**src/design/decode_pkg.sv**
```systemverilog
// constants, types and field layout of the instruction timing and operand decoder
package decode_pkg;
   localparam int INSTR_W = 24;
   localparam int OPC_W = 8;
   localparam int OPC_LSB = 16;
   localparam int OPERAND_W = 16;
   localparam logic [7:0] SECOND_WORD_OPC = 8'h00;
   localparam int PROGRAM_ADDRESS_LITERAL_W = 23;
   localparam int PROGRAM_ADDRESS_LITERAL_HI_W = 7;
   localparam logic [3:0] REG_W0 = 4'h0;
   localparam logic [3:0] REG_W4 = 4'h4;
   localparam logic [3:0] REG_W8 = 4'h8;
   localparam logic [3:0] REG_W10 = 4'hA;
   localparam logic [3:0] REG_W12 = 4'hC;
   localparam logic [3:0] REG_W13 = 4'hD;
   localparam logic [2:0] PF_STEP2 = 3'h2;
   localparam logic [2:0] PF_STEP4 = 3'h4;
   localparam logic [2:0] PF_STEP6 = 3'h6;
   localparam logic [2:0] MUL_PAIR_LAST = 3'h5;
   localparam logic [1:0] AWB_NONE = 2'h0;
   localparam logic [1:0] AWB_DIRECT = 2'h1;
   localparam logic [1:0] AWB_POSTINC = 2'h2;
   localparam logic [9:0] TEN_BIT_LITERAL_BYTE_MAX = 10'h0FF;
   localparam logic [12:0] FILE_ADDR_MAX = 13'h1FFF;
   // operand field positions inside the 16 operand bits; F_AWB_LSB counts from bit 0 of the whole word, into the opcode bits
   localparam int F_SRC_LSB = 0;
   localparam int F_DST_LSB = 7;
   localparam int F_BASE_LSB = 11;
   localparam int F_TEN_BIT_LITERAL_LSB = 4;
   localparam int F_BYTE_BIT = 14;
   localparam int F_DEFAULT_FILE_WORKING_REG_BIT = 13;
   localparam int F_BITPOS_LSB = 12;
   localparam int F_ACC_BIT = 15;
   localparam int F_PAIR_LSB = 12;
   localparam int F_XPF_LSB = 8;
   localparam int F_YPF_LSB = 4;
   localparam int F_XD_LSB = 2;
   localparam int F_YD_LSB = 0;
   localparam int F_AWB_LSB = 16;

   typedef enum logic [1:0] {
      ST_RUN = 2'b00,
      ST_SECOND = 2'b01,
      ST_STALL = 2'b11,
      ST_SKIP = 2'b10
   } state_t;

   typedef enum logic [2:0] {
      CLS_PLAIN = 3'h0,
      CLS_FILE = 3'h1,
      CLS_LIT = 3'h2,
      CLS_BIT = 3'h3,
      CLS_MUL = 3'h4,
      CLS_SQUARE = 3'h5
   } operand_class_t;

   typedef struct packed {
      logic carry_flag;
      logic digit_carry_flag;
      logic negative_flag;
      logic overflow_flag;
      logic sticky_zero_flag;
   } mcu_flags_t;

   typedef struct packed {
      logic first_sum_overflow_flag;
      logic second_sum_overflow_flag;
      logic first_sum_saturate_flag;
      logic second_sum_saturate_flag;
   } dsp_flags_t;

   typedef struct packed {
      logic enable;
      logic [3:0] pointer;
      logic indexed;
      logic decrement;
      logic [2:0] step;
      logic [3:0] dest;
   } prefetch_t;

   typedef struct packed {
      logic [7:0] opcode;
      logic [15:0] operand;
      logic [3:0] base_working_reg;
      logic [3:0] source_working_reg;
      logic [3:0] dest_working_reg;
      logic [3:0] default_file_working_reg;
      logic file_dest_is_default_file_working_reg;
      logic [12:0] file_addr;
      logic [3:0] bit_position_field;
      logic [9:0] ten_bit_literal;
      logic byte_mode;
      logic acc_b_select;
      logic [3:0] multiplicand_reg;
      logic [3:0] multiplier_reg;
      logic [1:0] accumulator_writeback_target;
      logic [22:0] program_address_literal;
   } decoded_t;
endpackage

```
**src/design/instr_timing_decoder.sv**
```systemverilog
// instruction fetch sequencing, cycle timing and operand decode for the core
`timescale 1ns/10ps
module instr_timing_decoder import decode_pkg::*; #(
   parameter int FLOW_EXTRA_CYCLES = 1,
   parameter int READ_EXTRA_CYCLES = 1
) (
   input wire logic clk_sys_in,
   input wire logic rst_b_in,
   input wire logic fetch_valid_in,
   input wire logic [INSTR_W-1:0] fetch_word_in,
   input wire logic fetch_two_word_in,
   input wire operand_class_t operand_class_in,
   input wire logic cond_true_in,
   input wire logic flow_change_in,
   input wire logic program_space_visibility_read_in,
   input wire logic table_read_in,
   input wire logic special_function_register_read_in,
   input wire logic skip_taken_in,
   input wire logic reg_write_in,
   input wire logic flag_update_in,
   input wire logic sticky_zero_mode_in,
   input wire mcu_flags_t mcu_flags_in,
   input wire dsp_flags_t dsp_flags_in,
   output logic fetch_ready_out,
   output logic exec_valid_out,
   output logic nop_slot_out,
   output logic retire_out,
   output logic [1:0] retire_cycles_out,
   output decoded_t decoded_out,
   output prefetch_t x_prefetch_out,
   output prefetch_t y_prefetch_out,
   output logic operand_error_out,
   output logic second_word_error_out,
   output logic reg_write_out,
   output mcu_flags_t mcu_flags_out,
   output dsp_flags_t dsp_flags_out
);

   // ---------------------------------------------------------------
   // reset synchroniser
   // ---------------------------------------------------------------
   logic rst_meta_b;
   logic rst_sync_b;

   always_ff @(posedge clk_sys_in or negedge rst_b_in) begin
      if (!rst_b_in) begin
         rst_meta_b <= 1'b0;
         rst_sync_b <= 1'b0;
      end else begin
         rst_meta_b <= 1'b1;
         rst_sync_b <= rst_meta_b;
      end
   end

   // ---------------------------------------------------------------
   // operand decode helpers
   // ---------------------------------------------------------------
   // prefetch address modes
   function automatic prefetch_t decode_prefetch(input logic [3:0] code,
                                                 input logic [3:0] first_reg,
                                                 input logic [1:0] dest_code);
      prefetch_t p;
      p = '0;
      p.enable = 1'b1;
      p.pointer = first_reg + {3'h0, code[3]};
      p.dest = REG_W4 + {2'h0, dest_code};
      case (code[2:0])
         3'h0: p.step = 3'h0;
         3'h1: p.step = PF_STEP2;
         3'h2: p.step = PF_STEP4;
         3'h3: p.step = PF_STEP6;
         3'h4: begin
            // only the second pointer has an indexed form; the first slot means none
            if (code[3]) begin
               p.indexed = 1'b1;
            end else begin
               p = '0;
            end
         end
         3'h5: begin
            p.decrement = 1'b1;
            p.step = PF_STEP2;
         end
         3'h6: begin
            p.decrement = 1'b1;
            p.step = PF_STEP4;
         end
         default: begin
            p.decrement = 1'b1;
            p.step = PF_STEP6;
         end
      endcase
      return p;
   endfunction

   function automatic logic [7:0] mul_pair(input logic [2:0] code);
      logic [7:0] r;
      case (code)
         3'h0: r = {REG_W4, REG_W4 + 4'h1};
         3'h1: r = {REG_W4, REG_W4 + 4'h2};
         3'h2: r = {REG_W4, REG_W4 + 4'h3};
         3'h3: r = {REG_W4 + 4'h1, REG_W4 + 4'h2};
         3'h4: r = {REG_W4 + 4'h1, REG_W4 + 4'h3};
         default: r = {REG_W4 + 4'h2, REG_W4 + 4'h3};
      endcase
      return r;
   endfunction

   // ---------------------------------------------------------------
   // combinational decode of the fetched word
   // ---------------------------------------------------------------
   logic [15:0] op;
   logic [7:0] opc;
   decoded_t word_dec;
   logic word_error;
   logic [1:0] awb_code;
   logic [2:0] pair_code;
   logic [7:0] pair_regs;

   assign opc = fetch_word_in[INSTR_W-1:OPC_LSB];
   assign op = fetch_word_in[OPERAND_W-1:0];
   assign awb_code = fetch_word_in[F_AWB_LSB +: 2];
   assign pair_code = op[F_PAIR_LSB +: 3];
   assign pair_regs = mul_pair(pair_code);

   always_comb begin
      word_dec = '0;
      word_dec.opcode = opc;
      word_dec.operand = op;
      word_dec.base_working_reg = op[F_BASE_LSB +: 4];
      word_dec.source_working_reg = op[F_SRC_LSB +: 4];
      word_dec.dest_working_reg = op[F_DST_LSB +: 4];
      word_dec.default_file_working_reg = REG_W0;
      word_dec.file_dest_is_default_file_working_reg = op[F_DEFAULT_FILE_WORKING_REG_BIT];
      word_dec.file_addr = op[12:0] & FILE_ADDR_MAX;
      word_dec.bit_position_field = op[F_BITPOS_LSB +: 4];
      word_dec.ten_bit_literal = op[F_TEN_BIT_LITERAL_LSB +: 10];
      word_dec.byte_mode = op[F_BYTE_BIT];
      word_dec.acc_b_select = op[F_ACC_BIT];
      word_dec.accumulator_writeback_target = awb_code;
      if (operand_class_in == CLS_SQUARE) begin
         word_dec.multiplicand_reg = REG_W4 + {2'h0, op[F_PAIR_LSB +: 2]};
         word_dec.multiplier_reg = REG_W4 + {2'h0, op[F_PAIR_LSB +: 2]};
      end else begin
         word_dec.multiplicand_reg = pair_regs[7:4];
         word_dec.multiplier_reg = pair_regs[3:0];
      end
   end

   always_comb begin
      word_error = 1'b0;
      case (operand_class_in)
         CLS_LIT: word_error = op[F_BYTE_BIT] && (op[F_TEN_BIT_LITERAL_LSB +: 10] > TEN_BIT_LITERAL_BYTE_MAX);
         CLS_MUL: word_error = (pair_code > MUL_PAIR_LAST) ||
                               (awb_code > AWB_POSTINC);
         CLS_SQUARE: word_error = (awb_code > AWB_POSTINC);
         default: word_error = 1'b0;
      endcase
   end

   // ---------------------------------------------------------------
   // sequencing
   // ---------------------------------------------------------------
   state_t state;
   state_t next_state;
   logic [7:0] stall_cnt;
   logic [7:0] next_stall_cnt;
   logic skip_second;
   logic next_skip_second;
   logic [1:0] cycles;
   logic [1:0] next_cycles;
   logic accept;
   logic slot;
   logic next_nop;
   logic next_exec;
   logic next_retire;
   logic [7:0] extra;
   logic flow_extra;
   logic read_extra;

   assign accept = fetch_valid_in && fetch_ready_out;
   assign flow_extra = cond_true_in || flow_change_in;
   assign read_extra = program_space_visibility_read_in || table_read_in ||
                       special_function_register_read_in;

   always_comb begin
      extra = 8'h00;
      if (flow_extra && (FLOW_EXTRA_CYCLES > 0)) begin
         extra = 8'(FLOW_EXTRA_CYCLES);
      end
      if (read_extra && (8'(READ_EXTRA_CYCLES) > extra)) begin
         extra = 8'(READ_EXTRA_CYCLES);
      end
   end

   always_comb begin
      next_state = state;
      next_stall_cnt = stall_cnt;
      next_skip_second = skip_second;
      next_nop = 1'b0;
      next_exec = 1'b0;
      next_retire = 1'b0;
      slot = 1'b0;
      case (state)
         ST_RUN: begin
            if (accept) begin
               slot = 1'b1;
               if (fetch_two_word_in) begin
                  // second cycle takes the extension word
                  next_state = ST_SECOND;
               end else if (opc == SECOND_WORD_OPC) begin
                  next_nop = 1'b1;
                  next_retire = 1'b1;
               end else if (skip_taken_in) begin
                  next_exec = 1'b1;
                  next_state = ST_SKIP;
               end else if (extra != 8'h00) begin
                  next_exec = 1'b1;
                  next_state = ST_STALL;
                  next_stall_cnt = extra;
               end else begin
                  next_exec = 1'b1;
                  next_retire = 1'b1;
               end
            end
         end
         ST_SECOND: begin
            if (accept) begin
               slot = 1'b1;
               next_exec = 1'b1;
               next_retire = 1'b1;
               next_state = ST_RUN;
            end
         end
         ST_SKIP: begin
            if (accept) begin
               slot = 1'b1;
               next_nop = 1'b1;
               if (fetch_two_word_in && !skip_second) begin
                  next_skip_second = 1'b1;
               end else begin
                  next_skip_second = 1'b0;
                  next_retire = 1'b1;
                  next_state = ST_RUN;
               end
            end
         end
         ST_STALL: begin
            slot = 1'b1;
            next_nop = 1'b1;
            next_stall_cnt = stall_cnt - 8'h01;
            if (stall_cnt == 8'h01) begin
               next_retire = 1'b1;
               next_state = ST_RUN;
            end
         end
         default: next_state = ST_RUN;
      endcase
   end

   always_comb begin
      next_cycles = cycles;
      if (slot) begin
         next_cycles = (state == ST_RUN) ? 2'h1 : cycles + 2'h1;
      end
   end

   always_ff @(posedge clk_sys_in or negedge rst_sync_b) begin
      if (!rst_sync_b) begin
         state <= ST_RUN;
         stall_cnt <= 8'h00;
         skip_second <= 1'b0;
         cycles <= 2'h0;
         fetch_ready_out <= 1'b0;
         nop_slot_out <= 1'b0;
         exec_valid_out <= 1'b0;
         retire_out <= 1'b0;
         retire_cycles_out <= 2'h0;
      end else begin
         state <= next_state;
         stall_cnt <= next_stall_cnt;
         skip_second <= next_skip_second;
         cycles <= next_cycles;
         // fetch is held off while inserted slots drain
         fetch_ready_out <= (next_state != ST_STALL);
         nop_slot_out <= next_nop;
         exec_valid_out <= next_exec;
         retire_out <= next_retire;
         retire_cycles_out <= next_retire ? next_cycles : retire_cycles_out;
      end
   end

   // ---------------------------------------------------------------
   // decoded operands
   // ---------------------------------------------------------------
   always_ff @(posedge clk_sys_in or negedge rst_sync_b) begin
      if (!rst_sync_b) begin
         decoded_out <= '0;
         x_prefetch_out <= '0;
         y_prefetch_out <= '0;
         operand_error_out <= 1'b0;
         second_word_error_out <= 1'b0;
      end else if (accept && state == ST_RUN) begin
         decoded_out <= word_dec;
         x_prefetch_out <= decode_prefetch(op[F_XPF_LSB +: 4], REG_W8, op[F_XD_LSB +: 2]);
         y_prefetch_out <= decode_prefetch(op[F_YPF_LSB +: 4], REG_W10, op[F_YD_LSB +: 2]);
         operand_error_out <= word_error;
         second_word_error_out <= 1'b0;
      end else if (accept && state == ST_SECOND) begin
         decoded_out.program_address_literal <=
            {fetch_word_in[PROGRAM_ADDRESS_LITERAL_HI_W-1:0], decoded_out.operand};
         // extension word must carry a zero opcode
         second_word_error_out <= (opc != SECOND_WORD_OPC);
         operand_error_out <= operand_error_out || decoded_out.operand[0];
      end
   end

   // ---------------------------------------------------------------
   // write gating and status flags
   // ---------------------------------------------------------------
   logic write_ok;

   // only real execute slots may write
   assign write_ok = next_exec && !next_nop;

   always_ff @(posedge clk_sys_in or negedge rst_sync_b) begin
      if (!rst_sync_b) begin
         reg_write_out <= 1'b0;
      end else begin
         reg_write_out <= reg_write_in && write_ok;
      end
   end

   always_ff @(posedge clk_sys_in or negedge rst_sync_b) begin
      if (!rst_sync_b) begin
         mcu_flags_out <= '0;
         dsp_flags_out <= '0;
      end else if (flag_update_in && write_ok) begin
         // in sticky mode sticky zero can only be cleared, never set
         mcu_flags_out <= {mcu_flags_in[4:1], sticky_zero_mode_in ?
            (mcu_flags_out.sticky_zero_flag && mcu_flags_in.sticky_zero_flag) :
            mcu_flags_in.sticky_zero_flag};
         dsp_flags_out <= dsp_flags_in;
      end
   end

endmodule // instr_timing_decoder

```
**config.mk**
```make
export PLATFORM = sky130hd
export DESIGN_NAME = instr_timing_decoder
export DESIGN_NICKNAME = d
export VERILOG_FILES = /design/src/design/decode_pkg.sv /design/src/design/instr_timing_decoder.sv
export SDC_FILE = /design/constraint.sdc
export NUM_CORES = 1
export LEC_CHECK = 0
export BUFFER_PORTS_ARGS = -buffer_cell sky130_fd_sc_hd__buf_2
export CAP_MARGIN = 15
export CELL_PAD_IN_SITES_DETAIL_PLACEMENT = 0
export CELL_PAD_IN_SITES_GLOBAL_PLACEMENT = 2
export CORE_MARGIN = 8
export CORE_UTILIZATION = 28
export DETAILED_ROUTE_END_ITERATION = 10
export PLACE_DENSITY_LB_ADDON = 0.1
export REMOVE_ABC_BUFFERS = 1
export SLEW_MARGIN = 15
export SYNTH_ARGS = -nofsm -noshare
export SYNTH_HDL_FRONTEND = slang
export SYNTH_SLANG_ARGS = --single-unit
```
**constraint.sdc**
```tcl
create_clock -name clk_sys_in -period 3.8 [get_ports clk_sys_in]
set_input_delay 0.57 -clock clk_sys_in [delete_from_list [all_inputs] [get_ports clk_sys_in]]
set_output_delay 0.57 -clock clk_sys_in [all_outputs]
set_load 0.005 [all_outputs]
```
After elaboration in Yosys (flattened, before gate mapping)
Cells that the tools add are included.

Flip-flop bits (word level): 160. Bits of input ports: 49. Logic and storage cells: 189.

Add/subtract/negate cells: 7. Order comparisons: 4. Equality and inequality tests: 29. Muxes and demuxes: 64. Reductions and logical operators: 35.

Operator list (number): $mux W8 (7); $mux W23 (2); $pmux W6 S5 (1); $eq A3 B3 Y1 const B (9); $mux W1 (24); $pmux W3 S4 (2); $mux W2 (11); $eq A3 B2 Y1 const B (7); $mux W4 (4); $pmux W8 S2 (1); $reduce_bool A8 Y1 (2); $add A3 B2 Y4 const A (3); $mux W6 (2); $ne A2 B2 Y1 const B (6); $gt A10 B8 Y1 const B (1); $logic_and A1 B1 Y1 (10); $mux W5 (2); $eq A3 B1 Y1 const B (3); $logic_not A3 Y1 (3); $add A4 B1 Y4 const A (2); $eq A8 B1 Y1 const B (1); $gt A1 B8 Y1 const A (1); $logic_not A8 Y1 (1); $pmux W1 S2 (4); other kinds (18) (30).

Depth between registers and ports, before layout
Word-level depth: 13. Gate-level depth with buffers: 7. Mapped depth without buffers: 7.

Worst setup path after synthesis
OpenSTA, ideal clock, no wires.

Kind: input to register. Start point: input port flow_change_in. End point: register retire_cycles_out[0]. Setup time: 128 ps. Arrival: 1717 ps. Data required time: 3672 ps. Setup slack: 1955 ps. Cell stages on the path: 5. Buffers on the path: 0. Cell sequence: nor4_4 > nand2_2 > a2111oi_4 > a221oi_2 > mux2_1.

Word-level cells in the longest chain between the ends: 12.

RTL lines: start, declared (RTL line instr_timing_decoder.sv:14) `input wire logic flow_change_in,`; $logic_or A1 B1 Y1 (*) (RTL line instr_timing_decoder.sv:182) `assign flow_extra = cond_true_in || flow_change_in;`; $mux W1 (*) (RTL line instr_timing_decoder.sv:188) `if (flow_extra && (FLOW_EXTRA_CYCLES > 0)) begin`; $gt A1 B8 Y1 (RTL line instr_timing_decoder.sv:191) `if (read_extra && (8'(READ_EXTRA_CYCLES) > extra)) begin`; $logic_and A1 B1 Y1 (RTL line instr_timing_decoder.sv:191); $mux W8 (*) (RTL line instr_timing_decoder.sv:191); $reduce_bool A8 Y1 (*) (RTL line instr_timing_decoder.sv:217) `end else if (extra != 8'h00) begin`; $mux W1 (*) (RTL line instr_timing_decoder.sv:217); $mux W1 (*) (RTL line instr_timing_decoder.sv:214) `end else if (skip_taken_in) begin`; $mux W1 (*) (RTL line instr_timing_decoder.sv:211) `end else if (opc == SECOND_WORD_OPC) begin`; $mux W1 (*) (RTL line instr_timing_decoder.sv:208) `if (fetch_two_word_in) begin`; $mux W1 (*) (RTL line instr_timing_decoder.sv:206) `if (accept) begin`; $pmux W1 S4 (*) (RTL line instr_timing_decoder.sv:204) `case (state)`; end signal, assigned (RTL line instr_timing_decoder.sv:289) `retire_cycles_out <= next_retire ? next_cycles : retire_cycles_out;`; end, declared (RTL line instr_timing_decoder.sv:28) `output logic [1:0] retire_cycles_out,`.

Every way passes the cells marked *; elsewhere a longest branch is shown, timed or not. A chain may end at the register's enable or synchronous reset.

Worst setup path in the final report
Start point: register state[1]. End point: register stall_cnt[0].

Word-level cells in the longest chain between the ends: 3. Elaborated cells on any way between the ends: 10.

RTL lines: start, declared (RTL line instr_timing_decoder.sv:164) `state_t state;`; start signal, assigned (RTL line instr_timing_decoder.sv:280) `state <= next_state;`; $eq A2 B2 Y1 / $logic_not A2 Y1 (equally long branches) (RTL line instr_timing_decoder.sv:204); $reduce_bool A2 Y1 (no line) / $ne A2 B2 Y1 (equally long branches); $reduce_and A6 Y1 (no line); end signal, assigned (RTL line instr_timing_decoder.sv:281) `stall_cnt <= next_stall_cnt;`; end, declared (RTL line instr_timing_decoder.sv:166) `logic [7:0] stall_cnt;`.

Several ways; a longest one is shown, not always the timed one.

==> results.cfg <==
[drt]
drc = 0
drt-initial-drc-count = 134
wl_met2_um = 6180
wire_per_inst_um = 16.0
drt_first_pass_iters = 4
vias = 3663
wl_met1_um = 6300
met3RoutedLength_um = 879
drtAntennaViolNets = 0
drt_wl_total_um = 13500
top_layer = met4
drt-vias-per-instance = 4.33

[die]
coreArea_um2 = 16500
die_w_um = 145
die_y_um = 145
row_count = 47
initial_core_util = 0.285
dieArea_um2 = 21100
ios = 198

[place]
dp_hpwl_um = 9960
io_buffer_count = 184
placed_area_um2 = 5420
gp_congestion = 0.741

[logic_synthesis]
synth_top_cell_area_share = 0.528
synth.avg_cell_area_um2 = 9.59
synth_cell_type_count = 50
synthesis.instances = 489
async_flop_share = 1.00
synth_seq_cells = 99
yosys_most_used_dff = dfrtp_1
synth_warnings = 0
ys_top_cells_by_area = dfrtp_1, nand2_1, buf_4
seq_area_frac_synth = 0.528
synth-edff-count = 0
yosysTopAreaCell = dfrtp_1
syn_area_um2 = 4690

[power]
p_switching_mw = 1.76
cellPowerDensity_nw_per_um2 = 813
p_leak_nw = 3.12
power_frac_seq = 0.407
p_clk_frac = 0.217
power_frac_comb = 0.376
internal_power_mw = 2.92
p_total_mw = 4.68
ir_worst_vdd_mv = 0.340
sw_frac_of_total = 0.376

[setup_path]
cp_slowest_cell = and3b_1
path_cells = and3b_1 -> buf_4 -> a311oi_1 -> a21oi_1 -> o21ai_1 -> mux2_2
crit_type = flop to flop
timing.rr.end = stall_cnt[0]$_DFFE_PN0P_
crit_required_ns = 4.03
rr_startpoint = state[1]$_DFF_PN0_
crit_path_start_kind = flop
r2r_cells = 6
worstSetupEndpointType = flop
slowest_delay_ns = 0.65
cp_data_arrival_time_ns = 2.50
reg2reg_slack_ns = 1.53
crit_path_max_fanout = 15

[timing]
fmax_mhz = 440
grt_setup_unrepaired = no
tns_ns = 0
hold_ws_ns = 0.353
relSlewSlack = 0.363
skew_ns = 0.00648
fin_crit_sh = 0.598
final_hold_viol_count = 0
fin_crit_ns = 2.27
setup_violations = 0
drv_slew = 0
worstMarginPinSlew_ns = 0.956

[hold_path]
hold_path_class = flop to flop
hold_depth = 0
hold_path_end = rst_sync_b$_DFF_PN0_
min_from = rst_meta_b$_DFF_PN0_

[clocking]
cts.clk_slew.worst_paths_ns = 0.07
root_buffer = clkbuf_16
cts_max_path_buffers = 2
cts_tree = done
numCtsBuffers = 9
h-tree-depth = 3
clk_latency_ns = 0.35
cts.sinks = 99

[global_routing]
antenna_found_initial = 0
grt_overflow = 0
grt_pass1_wl_um = 22000
first_global_vias = 3950
grt_usage = 0.129
grt_max_degree = 70

[flow_run]
drv_cap = 0

[finish]
drive_above_1_share = 0.370
nets = 671
layout_commonest_cell = buf_2
antennaDiodeCount = 0
area_delta_synth_final_pct = 22.7
design_area_um2 = 5750
most-common-layout-cells = buf_2, nand2_1, dfrtp_1

[status]
outcome = complete, no violations
## routing by layer
layer  track usage  vias up
met5             0        -
met4        0.0375        0
li1              -     1789
met3        0.0479        8
met2         0.203      123
met1         0.164     1743
## metrics by stage
stage | setup slack [ns] | cells | utilization
2_1_floorplan | 0.728 | 418 | -
3_3_place_gp | 1.38 | 828 | 0.329
3_5_place_dp | 1.38 | 828 | 0.329
4_1_cts | 1.47 | 845 | 0.349
5_1_grt | 1.32 | 845 | 0.349
6_report | 1.53 | 845 | 0.349
## worst max path at each step
| stage | cells past startpoint | slack, ns | start | endpoint |
|---|---|---|---|---|
| after global routing | 6 | 1.32 | state[1]$_DFF_PN0_ | stall_cnt[0]$_DFFE_PN0P_ |
| after global placement | 7 | 1.38 | fetch_valid_in | stall_cnt[0]$_DFFE_PN0P_ |
| after detailed placement | 7 | 1.38 | fetch_valid_in | stall_cnt[0]$_DFFE_PN0P_ |
| after CTS | 6 | 1.47 | state[1]$_DFF_PN0_ | stall_cnt[0]$_DFFE_PN0P_ |
| final | 6 | 1.53 | state[1]$_DFF_PN0_ | stall_cnt[0]$_DFFE_PN0P_ |
| after floorplan | 5 | 0.73 | state[0]$_DFF_PN0_ | stall_cnt[1]$_DFFE_PN0P_ |
## cell families after synthesis
family,Yosys count,share of synthesized area
AND/OR/NAND/NOR,226,0.218
flip-flops,99,0.528
buffers and inverters,92,0.128
AO/OA/AOI/OAI,52,0.0766
multiplexers,12,0.0352
XOR/XNOR,4,0.00747
adder cells (fa/ha/maj),2,0.00534
other,2,0.00160
## state kept, by name (all words and copies together), names as in the netlist, 2 cells and up
name	flops
y_prefetch_out	7
dsp_flags_out	4
x_prefetch_out	7
state	2
decoded_out	52
stall_cnt	8
cycles	2
retire_cycles_out	2
mcu_flags_out	5
## timing repair
action	4_1_cts	5_1_grt
hold endpoints to repair	2	0
setup buffers	0	0
resized for setup	0	0
hold buffers	1	0
## critical path, delay by kind of cell, from the launching register on
family,cells,cell delay [ns]
and+or+nand+nor,1,0.65
DFF,1,0.52
AOI/OAI and AO/OA,3,0.39
buffers and inverters,1,0.33
muxes,1,0.27
## Yosys cell counts (2+ instances only)
| library cell | number |
|---|---|
| inv_1 | 9 |
| xnor2_1 | 2 |
| o21ai_1 | 7 |
| nand3_1 | 30 |
| mux2_1 | 2 |
| a31oi_1 | 4 |
| nor2b_1 | 3 |
| o22ai_1 | 2 |
| o21ai_0 | 15 |
| buf_1 | 3 |
| dfrtp_1 | 99 |
| conb_1 | 2 |
| nand2b_1 | 2 |
| and2_1 | 2 |
| nor4_4 | 3 |
| mux2_4 | 8 |
| xor2_1 | 2 |
| nand2_1 | 151 |
| nand2_2 | 2 |
| nor3_1 | 2 |
| mux2_2 | 2 |
| nor4_1 | 2 |
| o22a_1 | 2 |
| nor2_1 | 19 |
| a21o_1 | 2 |
| a21oi_1 | 10 |
| buf_4 | 67 |
| buf_2 | 2 |
| ha_1 | 2 |
| clkbuf_1 | 11 |
## power groups by stage
stage | clock network [mW] | logic (mW) | registers [mW]
floorplan | 0 | 0.735 | 1.97
global placement | 0 | 1.81 | 1.93
detailed placement | 0 | 1.82 | 1.94
CTS | 1.07 | 1.83 | 1.92
global route | 1.10 | 2.00 | 2.00
finish | 1.02 | 1.76 | 1.90
## final cells by class
| class | instances | area (µm²) |
|---|---|---|
| Sequential cell | 99 | 2480 |
| Fill cell | 1793 | 10700 |
| Multi-Input combinational cell | 310 | 1660 |
| Timing Repair Buffer | 191 | 976 |
| Clock inverter | 6 | 86.3 |
| Inverter | 9 | 33.8 |
| Clock buffer | 10 | 239 |
| Tap cell | 220 | 275 |
(Power assumes the default switching activity.)
